==> config.mk <==
export PLATFORM = sky130hd
export DESIGN_NAME = wwd_top
export DESIGN_NICKNAME = d
export VERILOG_FILES = /design/src/rtl/wwd_pin_probe.v /design/src/rtl/wwd_kick_detect.v /design/src/rtl/wwd_top.v
export VERILOG_INCLUDE_DIRS = /design/src /design/src/common
export SDC_FILE = /design/constraint.sdc
export NUM_CORES = 1
export LEC_CHECK = 0
export BUFFER_PORTS_ARGS = -buffer_cell sky130_fd_sc_hd__buf_4
export CAP_MARGIN = 20
export CORE_AREA = 2 2 139 154
export CTS_CLUSTER_DIAMETER = 30
export DETAILED_ROUTE_END_ITERATION = 12
export DIE_AREA = 0 0 141 156
export GPL_ROUTABILITY_DRIVEN = 0
export PLACE_DENSITY = 0.78
export SLEW_MARGIN = 10
export SYNTH_ARGS = -nofsm -noshare
export SYNTH_HDL_FRONTEND = slang
export SYNTH_SLANG_ARGS = --single-unit
==> constraint.sdc <==
create_clock -name sys_clk_i -period 5.5 [get_ports sys_clk_i]
set_clock_uncertainty 0.1 [all_clocks]
set_input_delay 1.1 -clock sys_clk_i [delete_from_list [all_inputs] [get_ports sys_clk_i]]
set_output_delay 1.1 -clock sys_clk_i [all_outputs]
set_load 0.01 [all_outputs]
==> src/common/wwd_defs.vh <==
// constants for the window watchdog and reset timing block
`ifndef WWD_DEFS_VH
`define WWD_DEFS_VH

// clock
`define WWD_CLK_HZ 25000000

// pin probe time, microseconds, and its cycle count (rounded up)
`define WWD_PROBE_US 381
`define WWD_PROBE_CYC ((`WWD_PROBE_US * 25 + 0) )

// discharge window inside the probe, cycles
`define WWD_PROBE_DISCH_CYC 2500

// factory reset delays, milliseconds
`define WWD_RST_OPEN_MS 200
`define WWD_RST_PULL_MS 10
`define WWD_RST_OPEN_CYC (`WWD_RST_OPEN_MS * 25000)
`define WWD_RST_PULL_CYC (`WWD_RST_PULL_MS * 25000)

// capacitor reset delay limits, microseconds and milliseconds
`define WWD_CAP_MIN_US 700
`define WWD_CAP_MAX_MS 3200
`define WWD_CAP_MIN_CYC (`WWD_CAP_MIN_US * 25)
`define WWD_CAP_MAX_CYC (`WWD_CAP_MAX_MS * 25000)

// factory watchdog bounds (open or pulled-up pin, ratio 1:2.5 class), milliseconds
`define WWD_WDL_FAC_MS 22
`define WWD_WDU_FAC_MS 55
`define WWD_WDL_FAC_CYC (`WWD_WDL_FAC_MS * 25000)
`define WWD_WDU_FAC_CYC (`WWD_WDU_FAC_MS * 25000)

// capacitor window mode: lower bound as eighths of the measured upper bound
`define WWD_CAP_LOW_SHIFT 3

// pin option codes
`define WWD_OPT_OPEN 2'h0
`define WWD_OPT_PULL 2'h1
`define WWD_OPT_CAP 2'h2

// counter width
`define WWD_CW 32

`endif

==> src/rtl/wwd_pin_probe.v <==
// probe of one timing-configuration pin: open, pulled up or capacitor
`timescale 1ns/10ps
`default_nettype none
`include "wwd_defs.vh"

module wwd_pin_probe (
	// clock and reset
	input wire sys_clk_i,
	input wire rst_b_i,
	// control
	input wire start_i,
	input wire pin_level_i,
	// result
	output reg pull_en_o,
	output reg busy_o,
	output reg [1:0] opt_o
);

reg [`WWD_CW-1:0] cnt_ff;
reg seen_low_ff;

// pulldown during the first part; a pin that stays high under it is
// pulled up, one that recovers high later is open, one still low holds a cap
always @(posedge sys_clk_i or negedge rst_b_i) begin
	if (!rst_b_i) begin
		cnt_ff <= 32'h0;
		busy_o <= 1'b0;
		pull_en_o <= 1'b0;
		seen_low_ff <= 1'b0;
		opt_o <= `WWD_OPT_OPEN;
	end else if (start_i) begin
		cnt_ff <= 32'h0;
		busy_o <= 1'b1;
		pull_en_o <= 1'b1;
		seen_low_ff <= 1'b0;
	end else if (busy_o) begin
		cnt_ff <= cnt_ff + 32'h1;
		if (cnt_ff == `WWD_PROBE_DISCH_CYC - 1) begin
			pull_en_o <= 1'b0;
			seen_low_ff <= ~pin_level_i;
		end
		if (cnt_ff == `WWD_PROBE_CYC - 1) begin
			busy_o <= 1'b0;
			if (!seen_low_ff)
				opt_o <= `WWD_OPT_PULL;
			else if (pin_level_i)
				opt_o <= `WWD_OPT_OPEN;
			else
				opt_o <= `WWD_OPT_CAP;
		end
	end
end

endmodule
`default_nettype wire

==> src/rtl/wwd_kick_detect.v <==
// falling-edge detector for the kick input
`timescale 1ns/10ps
`default_nettype none

module wwd_kick_detect (
	// clock and reset
	input wire sys_clk_i,
	input wire rst_b_i,
	// kick
	input wire kick_i,
	output wire fall_o
);

reg prev_ff;

always @(posedge sys_clk_i or negedge rst_b_i) begin
	if (!rst_b_i)
		prev_ff <= 1'b1;
	else
		prev_ff <= kick_i;
end

assign fall_o = prev_ff & ~kick_i;

endmodule
`default_nettype wire

==> src/rtl/wwd_top.v <==
// window watchdog with supervisor reset timing
// What this block does
// - a watchdog fault output exists apart from the system reset output.
// - while system reset is low the fault output is released high-impedance.
// - when system reset deasserts, window checking restarts and the fault output works again.
// - kick intervals between lower and upper bound keep fault high, others pull it low.
// - supply between power-on and lockout level holds system reset low regardless of sense.
// - during system reset all kicks are ignored and the fault output stays released.
// - with adequate supply, reset stays low until the sensed voltage is inside its window.
// - each reset assertion probes the reset-delay pin for 381 us to pick its option.
// - an open delay pin gives a 200 ms release delay, a pulled-up one 10 ms.
// - in capacitor mode the delay capacitor is discharged while reset is asserted, outside the probe and the release delay.
// - in capacitor mode a charge source runs after faults clear; reset releases at threshold.
// - window-time pin open or pulled up selects factory timeouts, else a capacitor sets them.
// - capacitor release delays from 700 us to 3.2 s are supported.
// - the first kick after checking starts is held only to the upper bound.
// - only falling kick edges count.
`timescale 1ns/10ps
`default_nettype none
`include "wwd_defs.vh"

module wwd_top (
	// clock and reset
	input wire sys_clk_i,
	input wire rst_b_i,
	// supply and sense comparators
	input wire supply_above_uvlo_i,
	input wire sense_in_window_i,
	// host kick
	input wire watchdog_kick_in_i,
	// reset-delay pin
	input wire reset_delay_pin_i,
	output reg reset_delay_pin_o,
	output reg reset_delay_pin_oe_o,
	output reg delay_charge_en_o,
	// window-time pin
	input wire window_time_pin_i,
	output reg window_time_pin_o,
	output reg window_time_pin_oe_o,
	output reg window_charge_en_o,
	// outputs
	output reg system_reset_n_o,
	output reg watchdog_fault_n_o,
	output reg watchdog_fault_n_oe_o
);

localparam ST_HOLD = 2'h0;
localparam ST_PROBE = 2'h1;
localparam ST_DELAY = 2'h2;
localparam ST_RUN = 2'h3;

localparam WD_FIRST = 2'h0;
localparam WD_WIN = 2'h1;
localparam WD_FAULT = 2'h2;
localparam WD_CAL = 2'h3;

reg [1:0] st_ff;
reg [1:0] nxt_st;
reg [`WWD_CW-1:0] dly_cnt_ff;
reg [1:0] wd_ff;
reg [`WWD_CW-1:0] wd_cnt_ff;
reg [`WWD_CW-1:0] wdl_ff;
reg [`WWD_CW-1:0] wdu_ff;
reg [`WWD_CW-1:0] rst_dly_ff;
reg probe_start_ff;
reg win_start_ff;

wire faults_ok;
wire kick_fall;
wire rd_pull_en;
wire rd_busy;
wire [1:0] rd_opt;
wire wt_pull_en;
wire wt_busy;
wire [1:0] wt_opt;
wire delay_done;
wire rd_is_cap;
wire probe_launch;
wire probe_done;
wire upper_hit;
wire lower_short;
wire hold_done;
wire cal_ready;
wire cal_hit;
wire kick_bad;
wire wd_running;
wire win_probe_go;
wire [`WWD_CW-1:0] wd_cnt_inc;
reg nxt_rd_pd;

assign faults_ok = supply_above_uvlo_i & sense_in_window_i;

// --------------------------------------------------------------
// pin probes and kick edge
// --------------------------------------------------------------
wwd_pin_probe u_rd_probe (
	.sys_clk_i(sys_clk_i),
	.rst_b_i(rst_b_i),
	.start_i(probe_start_ff),
	.pin_level_i(reset_delay_pin_i),
	.pull_en_o(rd_pull_en),
	.busy_o(rd_busy),
	.opt_o(rd_opt)
);

wwd_pin_probe u_wt_probe (
	.sys_clk_i(sys_clk_i),
	.rst_b_i(rst_b_i),
	.start_i(win_start_ff),
	.pin_level_i(window_time_pin_i),
	.pull_en_o(wt_pull_en),
	.busy_o(wt_busy),
	.opt_o(wt_opt)
);

wwd_kick_detect u_kick (
	.sys_clk_i(sys_clk_i),
	.rst_b_i(rst_b_i),
	.kick_i(watchdog_kick_in_i),
	.fall_o(kick_fall)
);

// --------------------------------------------------------------
// reset sequencing
// --------------------------------------------------------------
assign rd_is_cap = (rd_opt == `WWD_OPT_CAP);
assign probe_launch = (st_ff != ST_PROBE) && (nxt_st == ST_PROBE);
// probe result is valid once the probe has run and gone idle
assign probe_done = (st_ff == ST_PROBE) && !rd_busy && !probe_start_ff;

// capacitor mode ends on pin threshold, bounded by the supported range
assign delay_done = rd_is_cap ?
	((reset_delay_pin_i && dly_cnt_ff >= `WWD_CAP_MIN_CYC - 1) ||
	dly_cnt_ff >= `WWD_CAP_MAX_CYC - 1) :
	(dly_cnt_ff >= rst_dly_ff - 32'h1);

always @* begin
	nxt_st = st_ff;
	case (st_ff)
		ST_HOLD: nxt_st = ST_PROBE;
		ST_PROBE: begin
			if (!probe_start_ff && !rd_busy)
				nxt_st = faults_ok ? ST_DELAY : ST_PROBE;
		end
		ST_DELAY: begin
			if (!faults_ok)
				nxt_st = ST_HOLD;
			else if (delay_done)
				nxt_st = ST_RUN;
		end
		ST_RUN: begin
			if (!faults_ok)
				nxt_st = ST_HOLD;
		end
		default: nxt_st = ST_HOLD;
	endcase
end

// pulldown during the probe's discharge window, then held on a capacitor while reset is asserted, until the release delay starts
always @* begin
	nxt_rd_pd = rd_pull_en;
	if (rd_is_cap && nxt_st != ST_DELAY && nxt_st != ST_RUN && !rd_busy && !probe_start_ff)
		nxt_rd_pd = 1'b1;
end

always @(posedge sys_clk_i or negedge rst_b_i) begin
	if (!rst_b_i) begin
		st_ff <= ST_HOLD;
		dly_cnt_ff <= 32'h0;
		probe_start_ff <= 1'b0;
		rst_dly_ff <= `WWD_RST_OPEN_CYC;
		system_reset_n_o <= 1'b0;
		reset_delay_pin_o <= 1'b0;
		reset_delay_pin_oe_o <= 1'b0;
		delay_charge_en_o <= 1'b0;
	end else begin
		st_ff <= nxt_st;
		probe_start_ff <= probe_launch;
		dly_cnt_ff <= (st_ff == ST_DELAY) ? dly_cnt_ff + 32'h1 : 32'h0;
		if (probe_done) begin
			if (rd_opt == `WWD_OPT_PULL)
				rst_dly_ff <= `WWD_RST_PULL_CYC;
			else
				rst_dly_ff <= `WWD_RST_OPEN_CYC;
		end
		system_reset_n_o <= (nxt_st == ST_RUN);
		// in capacitor mode discharge while reset is asserted, except while probing and during the release delay
		reset_delay_pin_o <= 1'b0;
		reset_delay_pin_oe_o <= nxt_rd_pd;
		delay_charge_en_o <= rd_is_cap && (nxt_st == ST_DELAY);
	end
end

// --------------------------------------------------------------
// window bound compares
// --------------------------------------------------------------
// the upper and hold compares sit one short of the bound so the hit lands on its last cycle
assign wd_cnt_inc = wd_cnt_ff + 32'h1;
assign upper_hit = (wd_cnt_ff >= wdu_ff - 32'h1);
assign lower_short = (wd_cnt_ff < wdl_ff);
assign hold_done = (wd_cnt_ff >= rst_dly_ff - 32'h1);
assign cal_ready = !wt_busy && !win_start_ff;
assign cal_hit = window_time_pin_i && (wd_cnt_ff != 32'h0);
// a kick inside the lower bound, or silence past the upper bound
assign kick_bad = (kick_fall && lower_short) || (!kick_fall && upper_hit);
assign wd_running = (st_ff == ST_RUN);
assign win_probe_go = (st_ff == ST_PROBE) && probe_start_ff;

// --------------------------------------------------------------
// window watchdog
// --------------------------------------------------------------
always @(posedge sys_clk_i or negedge rst_b_i) begin
	if (!rst_b_i) begin
		wd_ff <= WD_CAL;
		wd_cnt_ff <= 32'h0;
		wdl_ff <= `WWD_WDL_FAC_CYC;
		wdu_ff <= `WWD_WDU_FAC_CYC;
		win_start_ff <= 1'b0;
		watchdog_fault_n_o <= 1'b1;
		watchdog_fault_n_oe_o <= 1'b0;
		window_time_pin_o <= 1'b0;
		window_time_pin_oe_o <= 1'b0;
		window_charge_en_o <= 1'b0;
	end else begin
		win_start_ff <= 1'b0;
		window_time_pin_o <= 1'b0;
		window_time_pin_oe_o <= wt_pull_en;
		window_charge_en_o <= 1'b0;
		if (!wd_running) begin
			// kicks ignored, fault released, window pin re-evaluated
			wd_ff <= WD_CAL;
			wd_cnt_ff <= 32'h0;
			watchdog_fault_n_o <= 1'b1;
			watchdog_fault_n_oe_o <= 1'b0;
			if (win_probe_go)
				win_start_ff <= 1'b1;
		end else begin
			case (wd_ff)
				WD_CAL: begin
					// timeout from window pin option, measured if a capacitor
					if (cal_ready) begin
						if (wt_opt == `WWD_OPT_CAP) begin
							window_charge_en_o <= 1'b1;
							wd_cnt_ff <= wd_cnt_inc;
							if (cal_hit) begin
								wdu_ff <= wd_cnt_ff;
								wdl_ff <= wd_cnt_ff >> `WWD_CAP_LOW_SHIFT;
								wd_cnt_ff <= 32'h0;
								wd_ff <= WD_FIRST;
							end
						end else begin
							wdl_ff <= `WWD_WDL_FAC_CYC;
							wdu_ff <= `WWD_WDU_FAC_CYC;
							wd_cnt_ff <= 32'h0;
							wd_ff <= WD_FIRST;
						end
					end
				end
				WD_FIRST: begin
					wd_cnt_ff <= wd_cnt_inc;
					if (kick_fall) begin
						wd_cnt_ff <= 32'h0;
						wd_ff <= WD_WIN;
					end else if (upper_hit) begin
						wd_cnt_ff <= 32'h0;
						watchdog_fault_n_o <= 1'b0;
						watchdog_fault_n_oe_o <= 1'b1;
						wd_ff <= WD_FAULT;
					end
				end
				WD_WIN: begin
					wd_cnt_ff <= wd_cnt_inc;
					if (kick_bad) begin
						wd_cnt_ff <= 32'h0;
						watchdog_fault_n_o <= 1'b0;
						watchdog_fault_n_oe_o <= 1'b1;
						wd_ff <= WD_FAULT;
					end else if (kick_fall) begin
						wd_cnt_ff <= 32'h0;
					end
				end
				WD_FAULT: begin
					wd_cnt_ff <= wd_cnt_inc;
					if (hold_done) begin
						wd_cnt_ff <= 32'h0;
						watchdog_fault_n_o <= 1'b1;
						watchdog_fault_n_oe_o <= 1'b0;
						wd_ff <= WD_FIRST;
					end
				end
				default: wd_ff <= WD_CAL;
			endcase
		end
	end
end

endmodule
`default_nettype wire

==> results by stage <==
Critical path:
- The data arrival time of the worst path is 5160 ps.
- The class of the most critical setup path is flop to flop.
- The biggest fanout along the worst timing path is 31.
- The master of the slowest instance on the critical path is nor3b_1.
- The signal on the critical path passes through inv_1 > ha_1 > nor3b_1 > nand2_1 > or3_4 > and3b_1 > nand2_1 > nor4_2 > xnor2_1 > ha_1 > a21oi_1 > nand2_1 > a221oi_1 > o21ai_0 > a2111oi_4 > buf_4 > o211ai_1 > a22oi_1.
- The worst endpoint required time is 5740 ps.
- The cell repeated most along the worst path is nand2_1.
- The stage delay of the slowest cell on the critical path is 440 ps.
- STA classifies the critical path endpoint as a flop.
- The worst setup path is launched from a flop.

CTS:
- The H-tree generated during clock tree synthesis spans 4 levels.
- The post-cts sizing count is 0.
- The count of hold buffers inserted by post-cts repair is 0.
- The clock transition at the register clock pins on the worst setup and hold paths after CTS is 70 ps.
- The cell chosen for the clock root is clkbuf_16.
- The later pin in the worst-skew pair is clocked with a latency of 430 ps.
- Counting along the longest clock path gives a buffer depth of 2.
- The sink count of the clock tree is 198.
- The number of buffers added by the clock tree synthesis step is 17.
- TritonCTS built the clock tree.
- Post-CTS timing repair inserted 0 buffers for setup.

Power and ir drop:
- The final total power is 3.114 mW.
- The largest voltage drop on the vdd net is 0.0001951 V.
- The power density normalized to cell area is about 230 mW/mm2.
- For this design the static power due to leakage is 5.941 nW.

Yosys:
- For this run, the leading register cell type out of synthesis is dfrtp_1.
- The count of flip-flops with a built-in enable after synthesis is 0.
- Counting flops with an async set or reset pin after synthesis yields a share of 100.0%.
- In this run the cell area of the synthesized design comes to 0.01246 mm2.
- The yosys synthesis warning count is 0.
- The top cell type by area accounts for 35.74% of the synthesized area.
- The number of different library cells used by synthesis comes to 72.
- A synthesized cell averages 8.865 um2.
- Of all cell types, the one taking the most synthesized area is dfrtp_1.
- The cell count after synthesis is around 1400.
- In this run, synthesis produced a sequential element count of just under 200.
- For this run, the register share of the synthesized area comes to 39.95%.
- In the post-synthesis netlist, the biggest area contributors are dfrtp_1 (36%), ha_1 (11%), nand2_1 (5.0%).

Detailed routing:
- In the final routed layout, each cell accounts on average for 16.75 um.
- The via-per-instance ratio is 6.135.
- The count of nets left with antenna violations after detail routing is 0.
- The final wirelength is between 20000 and 30000 um.
- The total via count in the routed design is 10220.
- The number of remaining DRC errors is 0.
- The detailed router finished its first iteration with 661 violations.
- The first TritonRoute pass finished after 5 iterations.

Floorplan:
- 16 I/O pins were placed.
- The die covers 0.02200 mm2.
- In this run the vertical extent of the chip is 156 um.
- The area inside the core boundary is just over 0.02 mm2.
- The effective utilization at floorplan is 60.99%.
- From left edge to right edge, the die measures 141 um.
- The placement row count is 55.

STA:
- The minimum clock period is 4924 ps.
- The final-report setup violation count is 0.
- For the pin with the worst max-slew slack, the measured transition is 830.3 ps.
- Setup repair after global routing left no endpoint under its margin.
- In the finished design, the share of the clock period the worst path needs comes to between 80 and 90%.
- The final sum of negative setup slack is 0 ps.
- For this run, the top clock speed supported by timing is between 200 and 250 MHz.
- The minimum hold slack is 289.8 ps.
- The final number of max-transition violations is 0.
- The count of final hold-check violations is 0.
- The remaining max-slew budget at the tightest pin is between 40% and 50%.

Cells and area:
- Of the cells placed in the final design, the portion with a size suffix greater than 1 is under 10%.
- The number of diodes is 0.
- From synthesis to final layout, the design area changed by 7.529%.
- The final core utilization is 65.58%.
- The total number of nets in the final design is around 1500.
- The count of cells in the finished layout, fillers not included, comes to 1665.

Placement:
- The HPWL after detailed placement is between 15000 and 20000 um.
- The number of instances in the placed design is 1632.
- The count of buffers added on input and output ports is 13.

Global routing:
- Entering global routing, the biggest net connects about 100 pins.
- The global-route wire length before repair is 47780 um.
- The total track usage is between 20% and 30%.
- The total overflow left after global routing is 0.
- The number of antenna violations at the first check in global routing came to 0.
- The via count of the first global-routing pass was 10030.

Worst hold path:
- The class of the most critical hold timing path is flop to flop.

Flow run:
- The max-capacitance violation count is 0.

Outcome:
- The run finished with clean final reports.
flip-flops by register name (all words and copies together), names as in the netlist, 12 cells and up:
name               count
dly_cnt_ff            32
u_wt_probe.cnt_ff     32
u_rd_probe.cnt_ff     32
wdu_ff                32
wd_cnt_ff             32
wdl_ff                12
logic make-up (layout without fill, tap and decap cells):
| kind of cell | Yosys count | in the layout | synth area share, % |
|---|---|---|---|
| and+or+nand+nor | 610 | 610 | 24.43 |
| AOI/OAI and AO/OA | 264 | 264 | 13.63 |
| DFF | 198 | 198 | 39.95 |
| buffers and inverters | 120 | 122 | 3.764 |
| adders and majority gates | 105 | 105 | 10.54 |
| xor gates and xnor gates | 103 | 103 | 7.238 |
| muxes | 5 | 5 | 0.4116 |
| other | 1 | 2 | 0.03009 |
final cells by class:
type	count	area, um2
inverters	65	244.0
well taps	256	320.3
flip-flops and latches	198	4980
repair buffers	25	234.0
fillers	1683	7036
clock buffers	18	429.2
multi-input cells	1089	7041
clock inverters	14	155.1
metrics by stage:
step                cell area, um2  setup slack [ps]
floorplan                    12470              1025
global route                 13400             85.10
finish                       13400             575.8
CTS                          13390             660.2
detailed placement           12800             711.6
global placement             12780             868.9
worst paths after layout:
check / to / cells past startpoint / slack, ps / start
setup / recovery: wd_cnt_ff[9] / 18 / 580 / wdu_ff[0]
hold / removal: window_time_pin_oe_o / 0 / 290 / u_wt_probe.pull_en_o
setup reg to reg: wd_cnt_ff[9] / 18 / 580 / wdu_ff[0]
hold reg to reg: window_time_pin_oe_o / 0 / 290 / u_wt_probe.pull_en_o
max in group asynchronous: watchdog_fault_n_o / 2 / 3630 / rst_b_i
min in group asynchronous: u_rd_probe.cnt_ff[15] / 1 / 630 / rst_b_i
cells in the final DEF, fill, tap and decap left out, types with 21 or more instances in the layout:
| master | count |
|---|---|
| buf_4 | 21 |
| nor2_1 | 165 |
| xor2_1 | 46 |
| xnor2_1 | 57 |
| nand3_1 | 48 |
| nand4_1 | 40 |
| dfrtp_1 | 178 |
| or3_1 | 31 |
| o211ai_1 | 50 |
| inv_1 | 65 |
| nor3_1 | 27 |
| ha_1 | 105 |
| nand2_1 | 166 |
| a21oi_1 | 67 |
| nor4_1 | 32 |
| o21ai_0 | 54 |
where the power goes:
part | internal [mW] | switching, mW | total (mW)
combinational | 0.102 | 0.165 | 0.267
sequential | 1.52 | 0.0837 | 1.61
clock | 0.612 | 0.630 | 1.24
total | 2.24 | 0.879 | 3.11
routing by layer:
layer	GRT usage [%]	vias to the layer above	wire (um)
met1	35.53	4946	12660
met2	44.51	230	13610
met3	3.929	43	1046
met4	7.952	0	568
li1	-	4996	-
met5	0	-	0
cell usage after synthesis (4+ instances only):
library cell and count:
a21oi_1 67, nor4_1 32, nand3_1 48, xor2_1 46, o22ai_1 4, o21ai_0 54
nor2b_1 4, and3_1 17, o21ai_1 18, o211ai_1 50, or4_1 8, clkbuf_1 44
a211oi_1 7, nor4b_1 6, o2111ai_1 4, or2_2 7, o22a_1 8, a211o_1 6
nor3_1 28, mux2i_1 4, nand2_1 166, a22o_1 4, and4_1 12, nor2_1 165
nand4_1 40, ha_1 105, and2_1 9, buf_2 6, xnor2_1 57, dfrtp_1 178
dfstp_2 20, nand2b_1 11, inv_1 65, a2111oi_0 5, o21a_1 5, or3_1 31
a21o_1 8
worst max-delay path, delay by kind of cell (launching register included):
family                     cells  cell delay, ps
and+or+nand+nor                7            1750
adders and majority gates      2             470
xor gates and xnor gates       1             160
buffers and inverters          2             500
AOI/OAI and AO/OA              6            1400
DFF                            1             400
(Power assumes the default switching activity.)
